### config.mk
export PLATFORM = sky130hd
export DESIGN_NAME = shared_interrupt_pin_mux
export DESIGN_NICKNAME = d
export VERILOG_FILES = /design/src/hw/pin_mux_pkg.sv /design/src/hw/shared_interrupt_pin_mux.sv
export SDC_FILE = /design/constraint.sdc
export NUM_CORES = 1
export LEC_CHECK = 0
export BUFFER_PORTS_ARGS = -buffer_cell sky130_fd_sc_hd__buf_2
export CORE_MARGIN = 2
export CORE_UTILIZATION = 38
export DETAILED_ROUTE_END_ITERATION = 6
export GPL_TIMING_DRIVEN = 1
export PLACE_DENSITY_LB_ADDON = 0.2
export REMOVE_ABC_BUFFERS = 1
export SYNTH_ARGS = -nofsm -noshare
export SYNTH_HDL_FRONTEND = slang
export SYNTH_SLANG_ARGS = --single-unit
### constraint.sdc
create_clock -name i_clk -period 2.7 [get_ports i_clk]
set_input_delay 0.675 -clock i_clk [delete_from_list [all_inputs] [get_ports i_clk]]
set_output_delay 0.675 -clock i_clk [all_outputs]
set_load 0.1 [all_outputs]
### src/hw/pin_mux_pkg.sv
// Constants for the shared interrupt pin multiplexer
// What this block does
// Twelve pins, each set as input or output
// Per-pin switchable line termination
// Output pins driven by selectable interrupt source
// Input path always on, output gated
// Driven output loops back into input path
// Reset: pins 0-5 in/out, 6-11 input
// Pin inputs feed edge-triggered interrupts
// External pulses should last about 1 us
// Time-code and reference clock assignable to pins
// Time-code assignment enables time-code reception
// Assigned reference clock takes disciplining priority
// Inputs synchronised before edge detection
package pin_mux_pkg;
  localparam int NUM_PINS = 12;
  localparam int SEL_W    = 6;
  // Register byte offsets
  localparam logic [7:0] ADDR_DIR    = 8'h00;
  localparam logic [7:0] ADDR_TERM   = 8'h04;
  localparam logic [7:0] ADDR_LEVEL  = 8'h08;
  localparam logic [7:0] ADDR_EDGE   = 8'h0c;
  localparam logic [7:0] ADDR_ASSIGN = 8'h10;
  localparam logic [7:0] ADDR_SEL0   = 8'h40;
  // Reset values
  localparam logic [11:0] DIR_RESET    = 12'h03f;
  localparam logic [11:0] TERM_RESET   = 12'h000;
  localparam logic [12:0] ASSIGN_RESET = 13'h0000;
  localparam logic [5:0]  SEL_RESET    = 6'h3f;
  // Assignment register fields
  localparam int TC_PIN_LSB = 0;
  localparam int TC_EN_BIT  = 4;
  localparam int RC_PIN_LSB = 8;
  localparam int RC_EN_BIT  = 12;
  // Source vector layout
  localparam int SRC_SW_BASE    = 0;
  localparam int SRC_TMR_BASE   = 8;
  localparam int SRC_EDGE_BASE  = 16;
  localparam int SRC_CHAIN_BASE = 28;
  localparam int SRC_COUNT      = 40;
  // Recommended external pulse width
  localparam int CLK_NS       = 10;
  localparam int PULSE_NS     = 1000;
  localparam int PULSE_CYCLES = (PULSE_NS + CLK_NS - 1) / CLK_NS;
  // AXI responses
  localparam logic [1:0] RESP_OKAY   = 2'b00;
  localparam logic [1:0] RESP_SLVERR = 2'b10;
endpackage

### src/hw/shared_interrupt_pin_mux.sv
// Shared interrupt pin multiplexer with AXI4-Lite registers
`timescale 1ns/1ps
`default_nettype none
module shared_interrupt_pin_mux
  import pin_mux_pkg::*;
(
  input  wire logic        i_clk,
  input  wire logic        i_rst_n,
  input  wire logic [7:0]  i_axi_awaddr,
  input  wire logic        i_axi_awvalid,
  output logic             o_axi_awready,
  input  wire logic [31:0] i_axi_wdata,
  input  wire logic [3:0]  i_axi_wstrb,
  input  wire logic        i_axi_wvalid,
  output logic             o_axi_wready,
  output logic [1:0]       o_axi_bresp,
  output logic             o_axi_bvalid,
  input  wire logic        i_axi_bready,
  input  wire logic [7:0]  i_axi_araddr,
  input  wire logic        i_axi_arvalid,
  output logic             o_axi_arready,
  output logic [31:0]      o_axi_rdata,
  output logic [1:0]       o_axi_rresp,
  output logic             o_axi_rvalid,
  input  wire logic        i_axi_rready,
  input  wire logic [7:0]  i_sw_irq,
  input  wire logic [7:0]  i_timer_irq,
  input  wire logic [11:0] i_chain_irq,
  input  wire logic [11:0] i_pin_in,
  output logic [11:0]      o_pin_out,
  output logic [11:0]      o_pin_oe,
  output logic [11:0]      o_term_en,
  output logic [11:0]      o_edge_pulse,
  output logic             o_time_code,
  output logic             o_time_code_en,
  output logic             o_refclk,
  output logic             o_refclk_priority
);

  // Byte-lane merge of a write into an old word
  function automatic logic [31:0] merge(input logic [31:0] old,
                                        input logic [31:0] data,
                                        input logic [3:0]  strb);
    logic [31:0] m;
    m = old;
    for (int b = 0; b < 4; b++) begin
      if (strb[b]) begin
        m[8*b +: 8] = data[8*b +: 8];
      end
    end
    return m;
  endfunction

  // Select-register index: bit 4 flags a hit
  function automatic logic [4:0] sel_hit(input logic [7:0] a);
    logic [7:0] d;
    d = a - ADDR_SEL0;
    return {(a >= ADDR_SEL0) && (d[7:2] < 6'(NUM_PINS)), d[5:2]};
  endfunction

  logic [11:0] dir_reg, term_reg, edge_reg, pulse_reg, pin_out_reg;
  logic [11:0] s1_reg, s2_reg, s3_reg, lvl_reg;
  logic [5:0]  sel_reg [NUM_PINS];
  logic [12:0] assign_reg;
  logic        tc_reg, rc_reg, rc_pri_reg, tc_en_reg;
  logic        aw_full_reg, w_full_reg, awready_reg, wready_reg;
  logic        bvalid_reg, arready_reg, rvalid_reg;
  logic [1:0]  bresp_reg, rresp_reg;
  logic [31:0] rdata_reg, wdata_reg;
  logic [7:0]  awaddr_reg;
  logic [3:0]  wstrb_reg;

  // Bus handshakes and write decode
  wire aw_hs  = i_axi_awvalid & awready_reg;
  wire w_hs   = i_axi_wvalid & wready_reg;
  wire ar_hs  = i_axi_arvalid & arready_reg;
  wire wr_do  = aw_full_reg & w_full_reg & ~bvalid_reg;
  wire [4:0] w_sel = sel_hit(awaddr_reg);
  wire [4:0] r_sel = sel_hit(i_axi_araddr);
  wire wr_dir  = wr_do && awaddr_reg == ADDR_DIR;
  wire wr_term = wr_do && awaddr_reg == ADDR_TERM;
  wire wr_edge = wr_do && awaddr_reg == ADDR_EDGE;
  wire wr_asg  = wr_do && awaddr_reg == ADDR_ASSIGN;
  wire w_ok    = wr_dir | wr_term | wr_edge | wr_asg | (wr_do & w_sel[4])
               | (wr_do && awaddr_reg == ADDR_LEVEL);
  wire [31:0] wmask = merge(32'h0, 32'hffffffff, wstrb_reg);
  // Merged words for the byte-lane writes of the config registers
  wire [31:0] dir_wr_word  = merge({20'h0, dir_reg}, wdata_reg, wstrb_reg);
  wire [31:0] term_wr_word = merge({20'h0, term_reg}, wdata_reg, wstrb_reg);
  wire [31:0] asg_wr_word  = merge({19'h0, assign_reg}, wdata_reg, wstrb_reg);

  wire aw_full_next = aw_hs | (aw_full_reg & ~wr_do);
  wire w_full_next  = w_hs | (w_full_reg & ~wr_do);
  wire bvalid_next  = wr_do | (bvalid_reg & ~i_axi_bready);
  wire rvalid_next  = ar_hs | (rvalid_reg & ~i_axi_rready);

  // Input synchroniser: a change counts once stages two and three agree
  wire [11:0] lvl_next = (s2_reg & s3_reg) | (lvl_reg & (s2_reg ^ s3_reg));
  wire [11:0] rise     = lvl_next & ~lvl_reg;
  // Edge flags clear by writing one; a new edge wins over the clear
  wire [11:0] clr      = wr_edge ? (wdata_reg[11:0] & wmask[11:0]) : 12'h000;
  wire [11:0] edge_next = rise | (edge_reg & ~clr);

  // Source vector seen by every output multiplexer
  wire [SRC_COUNT-1:0] src_vec = {i_chain_irq, pulse_reg, i_timer_irq, i_sw_irq};
  wire [11:0] pin_out_next;
  genvar g;
  for (g = 0; g < NUM_PINS; g++) begin : g_mux
    // source multiplexer
    assign pin_out_next[g] = (sel_reg[g] < SEL_W'(SRC_COUNT)) ? src_vec[sel_reg[g]] : 1'b0;
  end

  // pin assignment of time-code and reference clock
  wire [3:0] tc_pin = assign_reg[TC_PIN_LSB +: 4];
  wire [3:0] rc_pin = assign_reg[RC_PIN_LSB +: 4];
  wire tc_on = assign_reg[TC_EN_BIT] && tc_pin < 4'(NUM_PINS);
  wire rc_on = assign_reg[RC_EN_BIT] && rc_pin < 4'(NUM_PINS);
  // time-code level follows the chosen pin
  wire tc_next = tc_on ? lvl_reg[tc_pin] : 1'b0;
  wire rc_next = rc_on ? lvl_reg[rc_pin] : 1'b0;

  // Read data selection
  wire [31:0] rd_word =
    (i_axi_araddr == ADDR_DIR)    ? {20'h0, dir_reg}  :
    (i_axi_araddr == ADDR_TERM)   ? {20'h0, term_reg} :
    (i_axi_araddr == ADDR_LEVEL)  ? {20'h0, lvl_reg}  :
    (i_axi_araddr == ADDR_EDGE)   ? {20'h0, edge_reg} :
    (i_axi_araddr == ADDR_ASSIGN) ? {19'h0, assign_reg} :
    r_sel[4] ? {26'h0, sel_reg[r_sel[3:0]]} : 32'h0;
  wire rd_ok = (i_axi_araddr == ADDR_DIR) | (i_axi_araddr == ADDR_TERM)
             | (i_axi_araddr == ADDR_LEVEL) | (i_axi_araddr == ADDR_EDGE)
             | (i_axi_araddr == ADDR_ASSIGN) | r_sel[4];

  // Write channel holding registers
  always_ff @(posedge i_clk or negedge i_rst_n) begin
    if (!i_rst_n) begin
      aw_full_reg <= 1'b0;
      w_full_reg  <= 1'b0;
      awready_reg <= 1'b0;
      wready_reg  <= 1'b0;
      bvalid_reg  <= 1'b0;
      bresp_reg   <= RESP_OKAY;
      awaddr_reg  <= 8'h00;
      wdata_reg   <= 32'h0;
      wstrb_reg   <= 4'h0;
    end else begin
      aw_full_reg <= aw_full_next;
      w_full_reg  <= w_full_next;
      awready_reg <= ~aw_full_next & ~bvalid_next;
      wready_reg  <= ~w_full_next & ~bvalid_next;
      bvalid_reg  <= bvalid_next;
      if (aw_hs) begin
        awaddr_reg <= {i_axi_awaddr[7:2], 2'b00};
      end
      if (w_hs) begin
        wdata_reg <= i_axi_wdata;
        wstrb_reg <= i_axi_wstrb;
      end
      if (wr_do) begin
        bresp_reg <= w_ok ? RESP_OKAY : RESP_SLVERR;
      end
    end
  end

  // Read channel
  always_ff @(posedge i_clk or negedge i_rst_n) begin
    if (!i_rst_n) begin
      arready_reg <= 1'b0;
      rvalid_reg  <= 1'b0;
      rdata_reg   <= 32'h0;
      rresp_reg   <= RESP_OKAY;
    end else begin
      arready_reg <= ~rvalid_next;
      rvalid_reg  <= rvalid_next;
      if (ar_hs) begin
        rdata_reg <= rd_word;
        rresp_reg <= rd_ok ? RESP_OKAY : RESP_SLVERR;
      end
    end
  end

  // Configuration registers
  always_ff @(posedge i_clk or negedge i_rst_n) begin
    if (!i_rst_n) begin
      // pins 0-5 both ways, 6-11 input only
      dir_reg    <= DIR_RESET;
      term_reg   <= TERM_RESET;
      assign_reg <= ASSIGN_RESET;
    end else begin
      // per-pin direction
      if (wr_dir) begin
        dir_reg <= dir_wr_word[11:0];
      end
      // per-pin termination
      if (wr_term) begin
        term_reg <= term_wr_word[11:0];
      end
      if (wr_asg) begin
        assign_reg <= asg_wr_word[12:0];
      end
    end
  end

  // Source select registers
  always_ff @(posedge i_clk or negedge i_rst_n) begin
    if (!i_rst_n) begin
      for (int i = 0; i < NUM_PINS; i++) begin
        sel_reg[i] <= SEL_RESET;
      end
    end else if (wr_do && w_sel[4] && wstrb_reg[0]) begin
      sel_reg[w_sel[3:0]] <= wdata_reg[SEL_W-1:0];
    end
  end

  // Pin input path and edge detection
  always_ff @(posedge i_clk or negedge i_rst_n) begin
    if (!i_rst_n) begin
      s1_reg    <= 12'h000;
      s2_reg    <= 12'h000;
      s3_reg    <= 12'h000;
      lvl_reg   <= 12'h000;
      pulse_reg <= 12'h000;
      edge_reg  <= 12'h000;
    end else begin
      // three-stage synchroniser
      s1_reg    <= i_pin_in;
      s2_reg    <= s1_reg;
      s3_reg    <= s2_reg;
      lvl_reg   <= lvl_next;
      // rising edges raise interrupt flags
      pulse_reg <= rise;
      edge_reg  <= edge_next;
    end
  end

  // Pin drive and clock-source outputs
  always_ff @(posedge i_clk or negedge i_rst_n) begin
    if (!i_rst_n) begin
      pin_out_reg <= 12'h000;
      tc_reg      <= 1'b0;
      rc_reg      <= 1'b0;
      rc_pri_reg  <= 1'b0;
    end else begin
      pin_out_reg <= pin_out_next;
      tc_reg      <= tc_next;
      rc_reg      <= rc_next;
      // assigned reference clock overrides other sources
      rc_pri_reg  <= rc_on;
    end
  end

  assign o_axi_awready = awready_reg;
  assign o_axi_wready  = wready_reg;
  assign o_axi_bvalid  = bvalid_reg;
  assign o_axi_bresp   = bresp_reg;
  assign o_axi_arready = arready_reg;
  assign o_axi_rvalid  = rvalid_reg;
  assign o_axi_rdata   = rdata_reg;
  assign o_axi_rresp   = rresp_reg;
  // driver gate only; input path stays live
  // with enable high the pin reads back its own drive
  assign o_pin_oe      = dir_reg;
  assign o_pin_out     = pin_out_reg;
  assign o_term_en     = term_reg;
  assign o_edge_pulse  = pulse_reg;
  assign o_time_code   = tc_reg;
  assign o_time_code_en = tc_en_reg;
  // Registered time-code enable, valid pin assignment only
  always_ff @(posedge i_clk or negedge i_rst_n) begin
    if (!i_rst_n) begin
      tc_en_reg <= 1'b0;
    end else begin
      tc_en_reg <= tc_on;
    end
  end
  assign o_refclk          = rc_reg;
  assign o_refclk_priority = rc_pri_reg;
endmodule
`default_nettype wire

=== After elaboration in Yosys (flattened, before gate mapping) ===
Cells that the tools add are included.

* Bits in registers: 261
* Bits of input ports: 99
* Output and inout bits: 93
* Word-level logic and storage cells: 212

* $add $sub $neg: 2
* $lt $le $gt $ge: 35
* Equality and inequality tests: 8
* Muxes and demuxes: 59
* Bitwise gates (word level): 46
* Reductions and logical operators: 20

{| class="wikitable"
|+ Operators by type and width
! operator !! count
|-
| 6-bit by 7-bit less-than comparator with 1-bit output (second input constant) || 12
|-
| 1-bit binary-select mux with 6-bit select || 12
|-
| 72-bit bitwise mux || 1
|-
| 6-bit less-than comparator (second input constant) || 12
|-
| 13-bit two-way mux || 5
|-
| 12-bit AND || 5
|-
| 1-bit two-way mux || 28
|-
| 6-bit binary-select mux with 4-bit select || 1
|-
| 6-bit demux with 4-bit select || 1
|-
| 6-bit two-way mux || 4
|-
| 12-bit inverter || 2
|-
| 12-bit OR || 2
|-
| 8-bit by 4-bit == test with 1-bit output (second input constant) || 2
|-
| 8-bit by 7-bit greater-or-equal comparator with 1-bit output (second input constant) || 2
|-
| 8-bit logical NOT || 2
|-
| 8-bit by 7-bit subtractor with 8-bit output (second input constant) || 2
|-
| 1-bit OR || 14
|-
| 1-bit AND || 12
|-
| 6-bit by 2-bit == test with 1-bit output (second input constant) || 2
|-
| 1-bit logical AND || 12
|-
| 6-bit by 4-bit less-than comparator with 1-bit output (second input constant) || 2
|-
| 12-bit two-way mux || 1
|-
| 2-bit AND reduction || 6
|-
| 12-bit XOR || 1
|-
| 14 further kinds || 27
|}

=== Longest topological paths before layout ===
Gate-level depths: netlist of the first run.

* Word-level depth: 11
* Gate-level depth with buffers: 9
* Gate-level depth less buffers: 5

=== Worst setup path after synthesis of the first run ===
OpenSTA, ideal clock, no wires.

* Kind: reg-to-reg
* Start point: register bvalid_reg (netlist: o_axi_bvalid)
* End point: register sel_reg[24] (netlist bit)
* Setup time: 82 ps
* Data arrival time: 2249 ps
* Data required time: 2618 ps
* Setup slack: 369 ps
* Cell stages (with the launch flop): 6
* Path buffers: 0
* Period minus slack after synthesis: 2331 ps
* Cell sequence: dfrtp_1 and4bb_2 and3_1 nand3b_1 nor2_1 mux2_2

* Cells in the longest elaborated chain, start to end: 4

{| class="wikitable"
|+ Ends and longest elaborated chain
! element !! line !! source
|-
| start: declaration || shared_interrupt_pin_mux.sv:67 || <nowiki>logic bvalid_reg, arready_reg, rvalid_reg;</nowiki>
|-
| start signal: assignment || shared_interrupt_pin_mux.sv:151 || <nowiki>bvalid_reg <= bvalid_next;</nowiki>
|-
| 1-bit inverter || shared_interrupt_pin_mux.sv:77 || <nowiki>wire wr_do = aw_full_reg & w_full_reg & ~bvalid_reg;</nowiki>
|-
| 1-bit AND || shared_interrupt_pin_mux.sv:77 ||
|-
| 1-bit logical AND (2 in a row) || shared_interrupt_pin_mux.sv:210 || <nowiki>end else if (wr_do && w_sel[4] && wstrb_reg[0]) begin</nowiki>
|-
| end signal: indexed assignment || shared_interrupt_pin_mux.sv:211 || <nowiki>sel_reg[w_sel[3:0]] <= wdata_reg[SEL_W-1:0];</nowiki>
|-
| end: declaration || shared_interrupt_pin_mux.sv:63 || <nowiki>logic [5:0] sel_reg [NUM_PINS];</nowiki>
|}

No other way between the ends.
A chain may end at the register's enable or synchronous reset.

=== Worst setup path after layout of the first run ===
* Start point: register pulse_reg[3] (netlist: o_edge_pulse[3])
* End point: output o_edge_pulse[3]

{| class="wikitable"
|+ RTL lines
! element !! line !! source
|-
| start: declaration || shared_interrupt_pin_mux.sv:61 || <nowiki>logic [11:0] dir_reg, term_reg, edge_reg, pulse_reg, pin_out_reg;</nowiki>
|-
| start signal: assignment || shared_interrupt_pin_mux.sv:231 || <nowiki>pulse_reg <= rise;</nowiki>
|-
| end: declaration || shared_interrupt_pin_mux.sv:33 || <nowiki>output logic [11:0] o_edge_pulse,</nowiki>
|}

No word-level cell between the ends.

==> results of run 1 <==
[kinds of logic (layout without fill, tap and decap cells)]
| group | count (synthesis) | count (layout) | share of synthesized area (%) |
|---|---|---|---|
| multiplexers | 355 | 355 | 37.0 |
| flip-flops | 240 | 240 | 42.3 |
| AND/OR/NAND/NOR | 228 | 228 | 8.87 |
| buffers and inverters | 147 | 243 | 4.77 |
| AO/OA/AOI/OAI | 127 | 127 | 5.97 |
| adder cells (fa/ha/maj) | 12 | 12 | 1.04 |
| other | 1 | 21 | 0.0260 |
[report_power, final]
group	switching (mW)	leakage, nW	internal, mW
sequential	1.79	2.80	4.64
clock	1.58	0.459	2.33
combinational	3.52	3.47	2.17
total	6.89	6.73	9.13
[how the worst max path moves through the flow]
stage	startpoint	endpoint	slack, ns
6_report	o_edge_pulse[3]	o_edge_pulse[3]	0.05
5_1_grt	o_edge_pulse[10]	o_edge_pulse[10]	0.006
3_5_place_dp	i_axi_araddr[2]	o_axi_rdata[10]	0.07
2_1_floorplan	o_axi_arready	o_axi_rdata[10]	0.24
3_3_place_gp	i_axi_araddr[2]	o_axi_rdata[9]	0.08
4_1_cts	o_edge_pulse[10]	o_edge_pulse[10]	0.02
[layout by cell type (no fill, tap or decap), types with 7 or more instances in the layout]
cell type and count:
ha_1 12, nor3b_1 35, buf_4 35, nor3_1 33, nand2_1 45, a22oi_1 22
a21oi_1 26, a21o_1 29, buf_2 146, inv_1 8, conb_1 21, nand3_1 17
o22ai_1 7, nor2_1 33, nor4_1 12, nand3b_1 7, nor2b_1 19, o21ai_0 16
dfstp_2 78, dfrtp_1 161, mux2_2 132, clkbuf_16 27, mux2i_1 93, mux4_2 130
[synthesized netlist by cell type (all sizes together) (2+ instances only)]
library cell,number
a221oi,6
o22ai,7
mux2,132
nand2b,4
o21ai,16
dfstp,78
nor3b,36
and3,2
and2,4
dfrtp,162
mux4,130
a21oi,26
a22oi,22
nand2,45
o211ai,6
clkbuf,76
a211o,5
nor2,34
nor2b,19
a21o,29
nand3,17
ha,12
nor4,12
nand4,5
a2111oi,2
nand3b,7
a21boi,2
mux2i,93
buf,63
inv,8
nor3,37
[layer usage]
layer / vias to the layer above / global-route usage [%]
met5: - / 0
met4: 0 / 5.14
met3: 69 / 5.07
met2: 501 / 36.6
met1: 5306 / 33.4
li1: 4393 / -
[cell type report]
type                            instances  area, sq um  area share [%]
Sequential cell                       240         6100            37.0
Tap cell                              511          639            3.87
Multi-Input combinational cell        743         7720            46.8
Clock buffer                           35          736            4.46
Timing Repair Buffer                  185         1070            6.48
Clock inverter                         15          206            1.25
Inverter                                8         30.0           0.182
==> run_results.csv, run 1 <==
group,metric,value,unit
synth,synth_enable_flop_cells,0,
cells_and_area,area_growth,14.3,%
sta,max_slew_margin,29.2,%
pwr,powerDensity,971,nW/um^2
cts,cts_setup_buffers,0,
synth,netlist_instances,1110,
critical_path,path_buf_inv,1,
sta,setup_viol,0,
grt,overflow,0,
cells_and_area,largest_reg_flops,72,
critical_path,r2r_cells,5,
sta,final.setup.tns,0,ns
detailed_routing,wl_met3,4.16,mm
sta,hold_viol,1,
detailed_routing,route.met2.wl,21.2,mm
detailed_routing,drc,0,
die,die_x,199,microns
detailed_routing,highest_layer,"met4",
synth,synth_top_area_cell,"dfrtp_1",
place,gp_congestion,0.915,
die,rows,71,
critical_path,worstSetupPathType,"register to output pin",
critical_path,start_kind,"register",
synth,ys_top_cells_by_area,"dfrtp_1, mux4_2, dfstp_2, mux2_2, mux2i_1",
critical_path,slowest_stage,"dfrtp_1",
detailed_routing,routed_wire_length_per_instance,26.4,microns
grt,grt_use_total,23.4,%
cts,holdBufCountCts,0,
cells_and_area,fill_cells,3528,
synth,avgSynthCellArea,13.0,sq um
run,drv_cap,0,
cts,cts-root-buf,"clkbuf_16",
sta,rsz0062_at_grt,"false",
worst_hold_path,min_path_type,"input port to asynchronous set/reset pin",
critical_path,worstPathCellList,"buf_2",
pwr,power,16.0,mW
die,ios,192,
pwr,peakVddDrop,757,uV
detailed_routing,vias_per_cell,5.91,
critical_path,regToRegSetupSlack,0.36,ns
cts,numCtsBuffers,27,
sta,maxSlewViolCount,0,
place,hpwl,31.1,mm
detailed_routing,drtAntennaViolNets,0,
detailed_routing,drt_first_pass_iters,6,
outcome,status,"finished with violations",
grt,antenna_found_initial,0,
synth,yosys_warnings,0,
sta,finalCriticalPeriod,2.65,ns
cells_and_area,drive_above_1_share,47.3,%
die,die_h,199,microns
cells_and_area,final_core_util,43.9,%
detailed_routing,wirelength,45.9,mm
synth,yosysSeqAreaShare,42.3,%
place,preCtsSetupSlack,0.0678,ns
cells_and_area,diodes,0,
cts,cts_sinks,240,
place,dpl.cell_count,1687,
synth,synth-seq-cells,240,
cts,clk_latency,0.56,ns
critical_path,critical-path-top-delay-family,"flip-flops",
place,place_area,15600,sq um
critical_path,r2r_end,"sel_reg[38]",
die,die-area,39600,sq um
critical_path,critPathRequiredTime,2.03,ns
detailed_routing,drt-initial-drc-count,875,
die,coreArea,37600,sq um
critical_path,cp.depth,1,
critical_path,path_max_fanout,13,
sta,setup_ws,0.0456,ns
sta,period_share,98.3,%
place,portBuffers,147,
cts,clk_pin_slew_worst_paths,0.06,ns
grt,grt_pass1_wl,68.1,mm
grt,grt_pass1_vias,10442,
detailed_routing,dr_total_vias,10269,
cts,clock_path_buffers,3,
sta,tightestPinTransition,1.06,ns
outcome,violations,"negative hold slack",
cells_and_area,nNetsFinal,1316,
synth,synth_area,14400,sq um
sta,holdWs,-0.00260,ns
sta,fin_skew,0.00960,ns
pwr,p_leak,6.73,nW
cells_and_area,stdcell_area,16500,sq um
cts,cts_tree,"yes",
critical_path,slowest_delay,0.86,ns
cts,cts-resized-gates,1,
die,start_util,38.4,%
grt,grt_max_degree,70,
sta,max_freq,377,MHz
critical_path,critPathCaptureType,"output pin",
synth,ys.flop_type,"dfrtp_1",
critical_path,arrival,1.98,ns
synth,synth_top_area_share,28.1,%
detailed_routing,m1WireLength,19.7,mm
cts,cts_htree_levels,1,
cells_and_area,layout.cells.non_filler,1737,
synth,synthArstFlopShare,100,%
synth,synth_cell_types,51,
critical_path,r2r_start,"o_axi_bvalid",
No activity file was read; power rests on OpenSTA's default activity.
==> run 2, diff against run 1 <==
==> constraint.sdc (replaced) <==
create_clock -name i_clk -period 2.6 [get_ports i_clk]
set_input_delay 0.65 -clock i_clk [delete_from_list [all_inputs] [get_ports i_clk]]
set_output_delay 0.65 -clock i_clk [all_outputs]
set_load 0.02 [all_outputs]
==> run_results.csv, run 2 (same netlist as run 1, synthesis figures left out) <==
group,metric,value,unit
outcome,status,"finished clean",
cts,cts_sinks,240,
die,die_x,199,microns
cells_and_area,diodes,0,
sta,period_share,88.7,%
grt,overflow,0,
run,drv_cap,0,
cells_and_area,final_common_cell,"dfrtp_1",
critical_path,critPathCaptureType,"output pin",
sta,setup_ws,0.295,ns
place,hpwl,30.8,mm
sta,setup_viol,0,
cells_and_area,layout_common_cells,"dfrtp_1, buf_2, mux2_2, mux4_2, mux2i_1",
detailed_routing,wirelength,44.7,mm
cts,clock_path_buffers,3,
worst_hold_path,min_path_type,"input port to asynchronous set/reset pin",
sta,hold_viol,0,
sta,max_freq,434,MHz
die,start_util,38.4,%
place,dpl.cell_count,1697,
cells_and_area,largest_reg_flops,72,
critical_path,arrival,1.65,ns
detailed_routing,drtAntennaViolNets,0,
cells_and_area,layout.cells.non_filler,1749,
critical_path,worstSetupPathType,"register to output pin",
cts,clk_pin_slew_worst_paths,0.07,ns
detailed_routing,drc,0,
cts,cts_setup_buffers,0,
cts,cts_htree_levels,1,
die,die-area,39600,sq um
die,ios,192,
cts,cts-resized-gates,0,
cts,cts-root-buf,"clkbuf_16",
grt,antenna_found_initial,1,
grt,grt_pass1_vias,10019,
pwr,peakVddDrop,462,uV
sta,fin_skew,0.0178,ns
sta,tightestPinTransition,1.03,ns
sta,finalCriticalPeriod,2.30,ns
cells_and_area,nNetsFinal,1327,
sta,final.setup.tns,0,ns
critical_path,critPathRequiredTime,1.95,ns
detailed_routing,vias_per_cell,5.84,
sta,maxSlewViolCount,0,
place,gp_congestion,0.879,
die,rows,71,
detailed_routing,dr_total_vias,10207,
sta,rsz0062_at_grt,"false",
die,coreArea,37600,sq um
critical_path,start_kind,"register",
sta,max_slew_margin,31.1,%
cts,holdBufCountCts,0,
pwr,p_leak,6.84,nW
grt,grt_use_total,22.7,%
place,preCtsSetupSlack,0.138,ns
cts,clk_latency,0.56,ns
pwr,powerDensity,913,nW/um^2
detailed_routing,drt-initial-drc-count,945,
cts,numCtsBuffers,28,
cells_and_area,fill_cells,3460,
die,die_h,199,microns
place,portBuffers,147,
detailed_routing,drt_first_pass_iters,5,
pwr,power,15.3,mW
cells_and_area,area_growth,16.0,%
sta,holdWs,0.0975,ns
grt,grt_pass1_wl,65.8,mm
cells_and_area,drive_above_1_share,48.0,%
cts,cts_tree,"yes",
critical_path,path_max_fanout,7,
detailed_routing,routed_wire_length_per_instance,25.6,microns
grt,grt_max_degree,72,
==> run 2: cell types whose count changed in the layout (fill, tap and decap cells not counted), sizes merged <==
cell / delta
clkinv: -3
clkbuf: -2
clkinvlp: +3
bufinv: +4
buf: +10
==> run 2: power breakdown <==
| group | internal, mW | switching (mW) |
|---|---|---|
| registers | 4.82 | 1.81 |
| logic | 2.27 | 1.85 |
| clock network | 2.87 | 1.67 |
| total | 9.96 | 5.34 |
==> run 2: stage by stage <==
stage,utilization [%],area (sq um)
floorplan,-,13800
global placement,41.7,15700
detailed placement,41.7,15700
CTS,44.6,16700
global route,44.6,16700
finish,44.6,16700
==> run 2: worst max-delay path, cell delays in order (launching register included) <==
cell	delay, ns
dfrtp_1	0.64
buf_4	0.27
buf_2	0.18
==> run 2: final timing paths <==
kind                       slack [ns]             from               to  cells after the start
max                              0.30  o_edge_pulse[4]  o_edge_pulse[4]                      2
min                               0.1          i_rst_n     o_pin_out[7]                      1
max reg2reg                      0.42     o_axi_bvalid      sel_reg[23]                      5
min reg2reg                      0.35        s1_reg[3]        s2_reg[3]                      0
max in group asynchronous        1.79          i_rst_n      o_pin_oe[1]                      2
min in group i_clk               0.19     i_pin_in[10]       s1_reg[10]                      1
==> run 2: layout make-up <==
type / count / area (sq um) / share of cell area [%]
multi-input cells: 743 / 7720 / 46.1
flip-flops and latches: 240 / 6100 / 36.4
repair buffers: 195 / 1180 / 7.05
clock buffers: 33 / 749 / 4.48
well taps: 511 / 639 / 3.82
clock inverters: 19 / 327 / 1.95
inverters: 8 / 30.0 / 0.179
==> run 2: per-layer routing <==
| layer | vias to the layer above | track usage (%) | share of wire (%) |
|---|---|---|---|
| li1 | 4415 | - | - |
| met1 | 5248 | 32.9 | 44 |
| met2 | 464 | 34.4 | 45 |
| met3 | 78 | 5.00 | 8.6 |
| met4 | 2 | 6.27 | 2.5 |
| met5 | - | 0 | 0.029 |
==> run 3, diff against run 2 <==
Settings changed: CORE_UTILIZATION 38 to 48, CTS_BUF_LIST from default to sky130_fd_sc_hd__clkbuf_2 sky130_fd_sc_hd__clkbuf_4 sky130_fd_sc_hd__clkbuf_8.
==> run_results.csv, run 3 (same netlist as run 1, synthesis figures left out) <==
group,metric,value,unit
cells_and_area,drive_above_1_share,48.6,%
critical_path,slowest_stage,"dfrtp_1",
cells_and_area,layout_common_cells,"dfrtp_1, buf_2, mux2_2, mux4_2, mux2i_1",
grt,grtUsageMet1,39.8,%
sta,finalCriticalPeriod,2.43,ns
cells_and_area,nNetsFinal,1327,
sta,rsz0062_at_grt,"false",
grt,grt_use_total,28.1,%
grt,met3_usage,7.35,%
die,die_x,177,microns
cts,cts_htree_levels,2,
die,coreArea,29600,sq um
place,hpwl,28.9,mm
sta,max_slew_margin,22.1,%
die,ios,192,
cts,cts-root-buf,"clkbuf_8",
die,die-area,31500,sq um
sta,setup_viol,0,
cts,clk_pin_slew_worst_paths,0.06,ns
sta,final.setup.tns,0,ns
die,rows,63,
cts,clk_latency,0.58,ns
worst_hold_path,min_path_type,"input port to register",
outcome,status,"finished clean",
sta,period_share,93.5,%
detailed_routing,drt_first_pass_iters,6,
grt,antenna_found_initial,1,
critical_path,start_kind,"register",
critical_path,critPathRequiredTime,1.95,ns
place,gp_congestion,0.914,
grt,overflow,0,
cells_and_area,final_common_cell,"dfrtp_1",
run,drv_cap,0,
cts,cts_sinks,240,
grt,use_met2,42.5,%
critical_path,path_max_fanout,14,
detailed_routing,routed_wire_length_per_instance,26.6,microns
sta,max_freq,412,MHz
sta,fin_skew,0.0306,ns
grt,grt_max_degree,66,
place,preCtsSetupSlack,0.188,ns
cells_and_area,area_growth,13.4,%
die,die_h,177,microns
pwr,peakVddDrop,536,uV
cts,clock_path_buffers,3,
cells_and_area,largest_reg_flops,72,
detailed_routing,drt-initial-drc-count,1017,
critical_path,path_buf_inv,1,
critical_path,critical-path-top-delay-family,"flip-flops",
critical_path,critPathCaptureType,"output pin",
critical_path,arrival,1.78,ns
critical_path,worstSetupPathType,"register to output pin",
grt,top_usage_layer,"met2",
pwr,p_leak,6.76,nW
grt,grt_pass1_wl,65.2,mm
sta,maxSlewViolCount,0,
cts,numCtsBuffers,43,
sta,setup_ws,0.170,ns
grt,grt_pass1_vias,10370,
place,portBuffers,147,
cts,cts-resized-gates,0,
critical_path,slowest_delay,0.90,ns
detailed_routing,wirelength,43.7,mm
detailed_routing,dr_total_vias,10508,
detailed_routing,vias_per_cell,6.40,
detailed_routing,drc,0,
sta,tightestPinTransition,1.17,ns
detailed_routing,drtAntennaViolNets,0,
critical_path,worstPathCellList,"buf_2",
cts,cts_tree,"yes",
sta,hold_viol,0,
die,start_util,48.7,%
pwr,powerDensity,894,nW/um^2
run 3: cell count changes in the layout (fill, tap and decap cells not counted), sizes merged:
cell | previous run | this run
clkbuf | 33 | 72
buf | 195 | 179
bufinv | 8 | 1
clkinvlp | 5 | 1
clkinv | 4 | 2
diode | 0 | 1
dlygate4sd3 | 0 | 1
inv | 10 | 11
run 3: final timing paths:
check / startpoint / to / slack (ns) / cells after the start
hold / removal: i_pin_in[9] / s1_reg[9] / 0.18 / 1
setup / recovery: o_edge_pulse[9] / o_edge_pulse[9] / 0.17 / 1
min in group asynchronous: i_rst_n / o_pin_out[7] / 0.58 / 2
max in group asynchronous: i_rst_n / sel_reg[56] / 1.25 / 3
hold reg to reg: s1_reg[1] / s2_reg[1] / 0.34 / 0
setup reg to reg: o_axi_bvalid / assign_reg[3] / 0.39 / 5
run 3: layer usage:
metal  share of wire [%]  wire, microns  vias up
met3                  10           4500       97
met2                  46          20000      597
met1                  41          17900     5395
li1                    -              -     4419
met5                   0              0        -
met4                 2.9           1280        0
run 3: final cells by class:
| type | count | area [sq um] |
|---|---|---|
| fillers | 2502 | 13300 |
| clock buffers | 72 | 891 |
| multi-input cells | 743 | 7720 |
| clock inverters | 7 | 86.3 |
| flip-flops and latches | 240 | 6100 |
| repair buffers | 180 | 1050 |
| diodes | 1 | 2.50 |
| inverters | 8 | 30.0 |
| well taps | 390 | 488 |
run 3: power breakdown:
group | switching [mW] | internal [mW] | leakage [nW]
registers | 1.88 | 4.82 | 2.80
logic | 1.79 | 2.25 | 3.45
clock network | 1.61 | 2.28 | 0.518
run 3: what timing repair did:
item	in CTS	in global routing
buffers inserted	0	0
endpoints found under the hold margin	4	0
hold buffers	1	0
run 3: metrics by stage:
step / std cells / power (mW) / instance area, sq um / hold WS [ns] / utilization, %
after global routing: 1641 / 15.4 / 16400 / 0.149 / 55.2
after floorplan: 991 / 8.87 / 13800 / 0.331 / -
after global placement: 1560 / 10.6 / 15400 / 0.331 / 51.9
after detailed placement: 1560 / 10.7 / 15400 / 0.335 / 51.9
after CTS: 1640 / 14.7 / 16400 / 0.146 / 55.2
final: 1641 / 14.6 / 16400 / 0.179 / 55.2
run 3: worst reg2reg max path, stage by stage, from the launching register on:
cell      delay, ns
dfrtp_1        0.43
and4bb_2       0.35
nand2_1        0.07
nor3_1         0.33
nand3_1        0.48
mux2_2         0.45
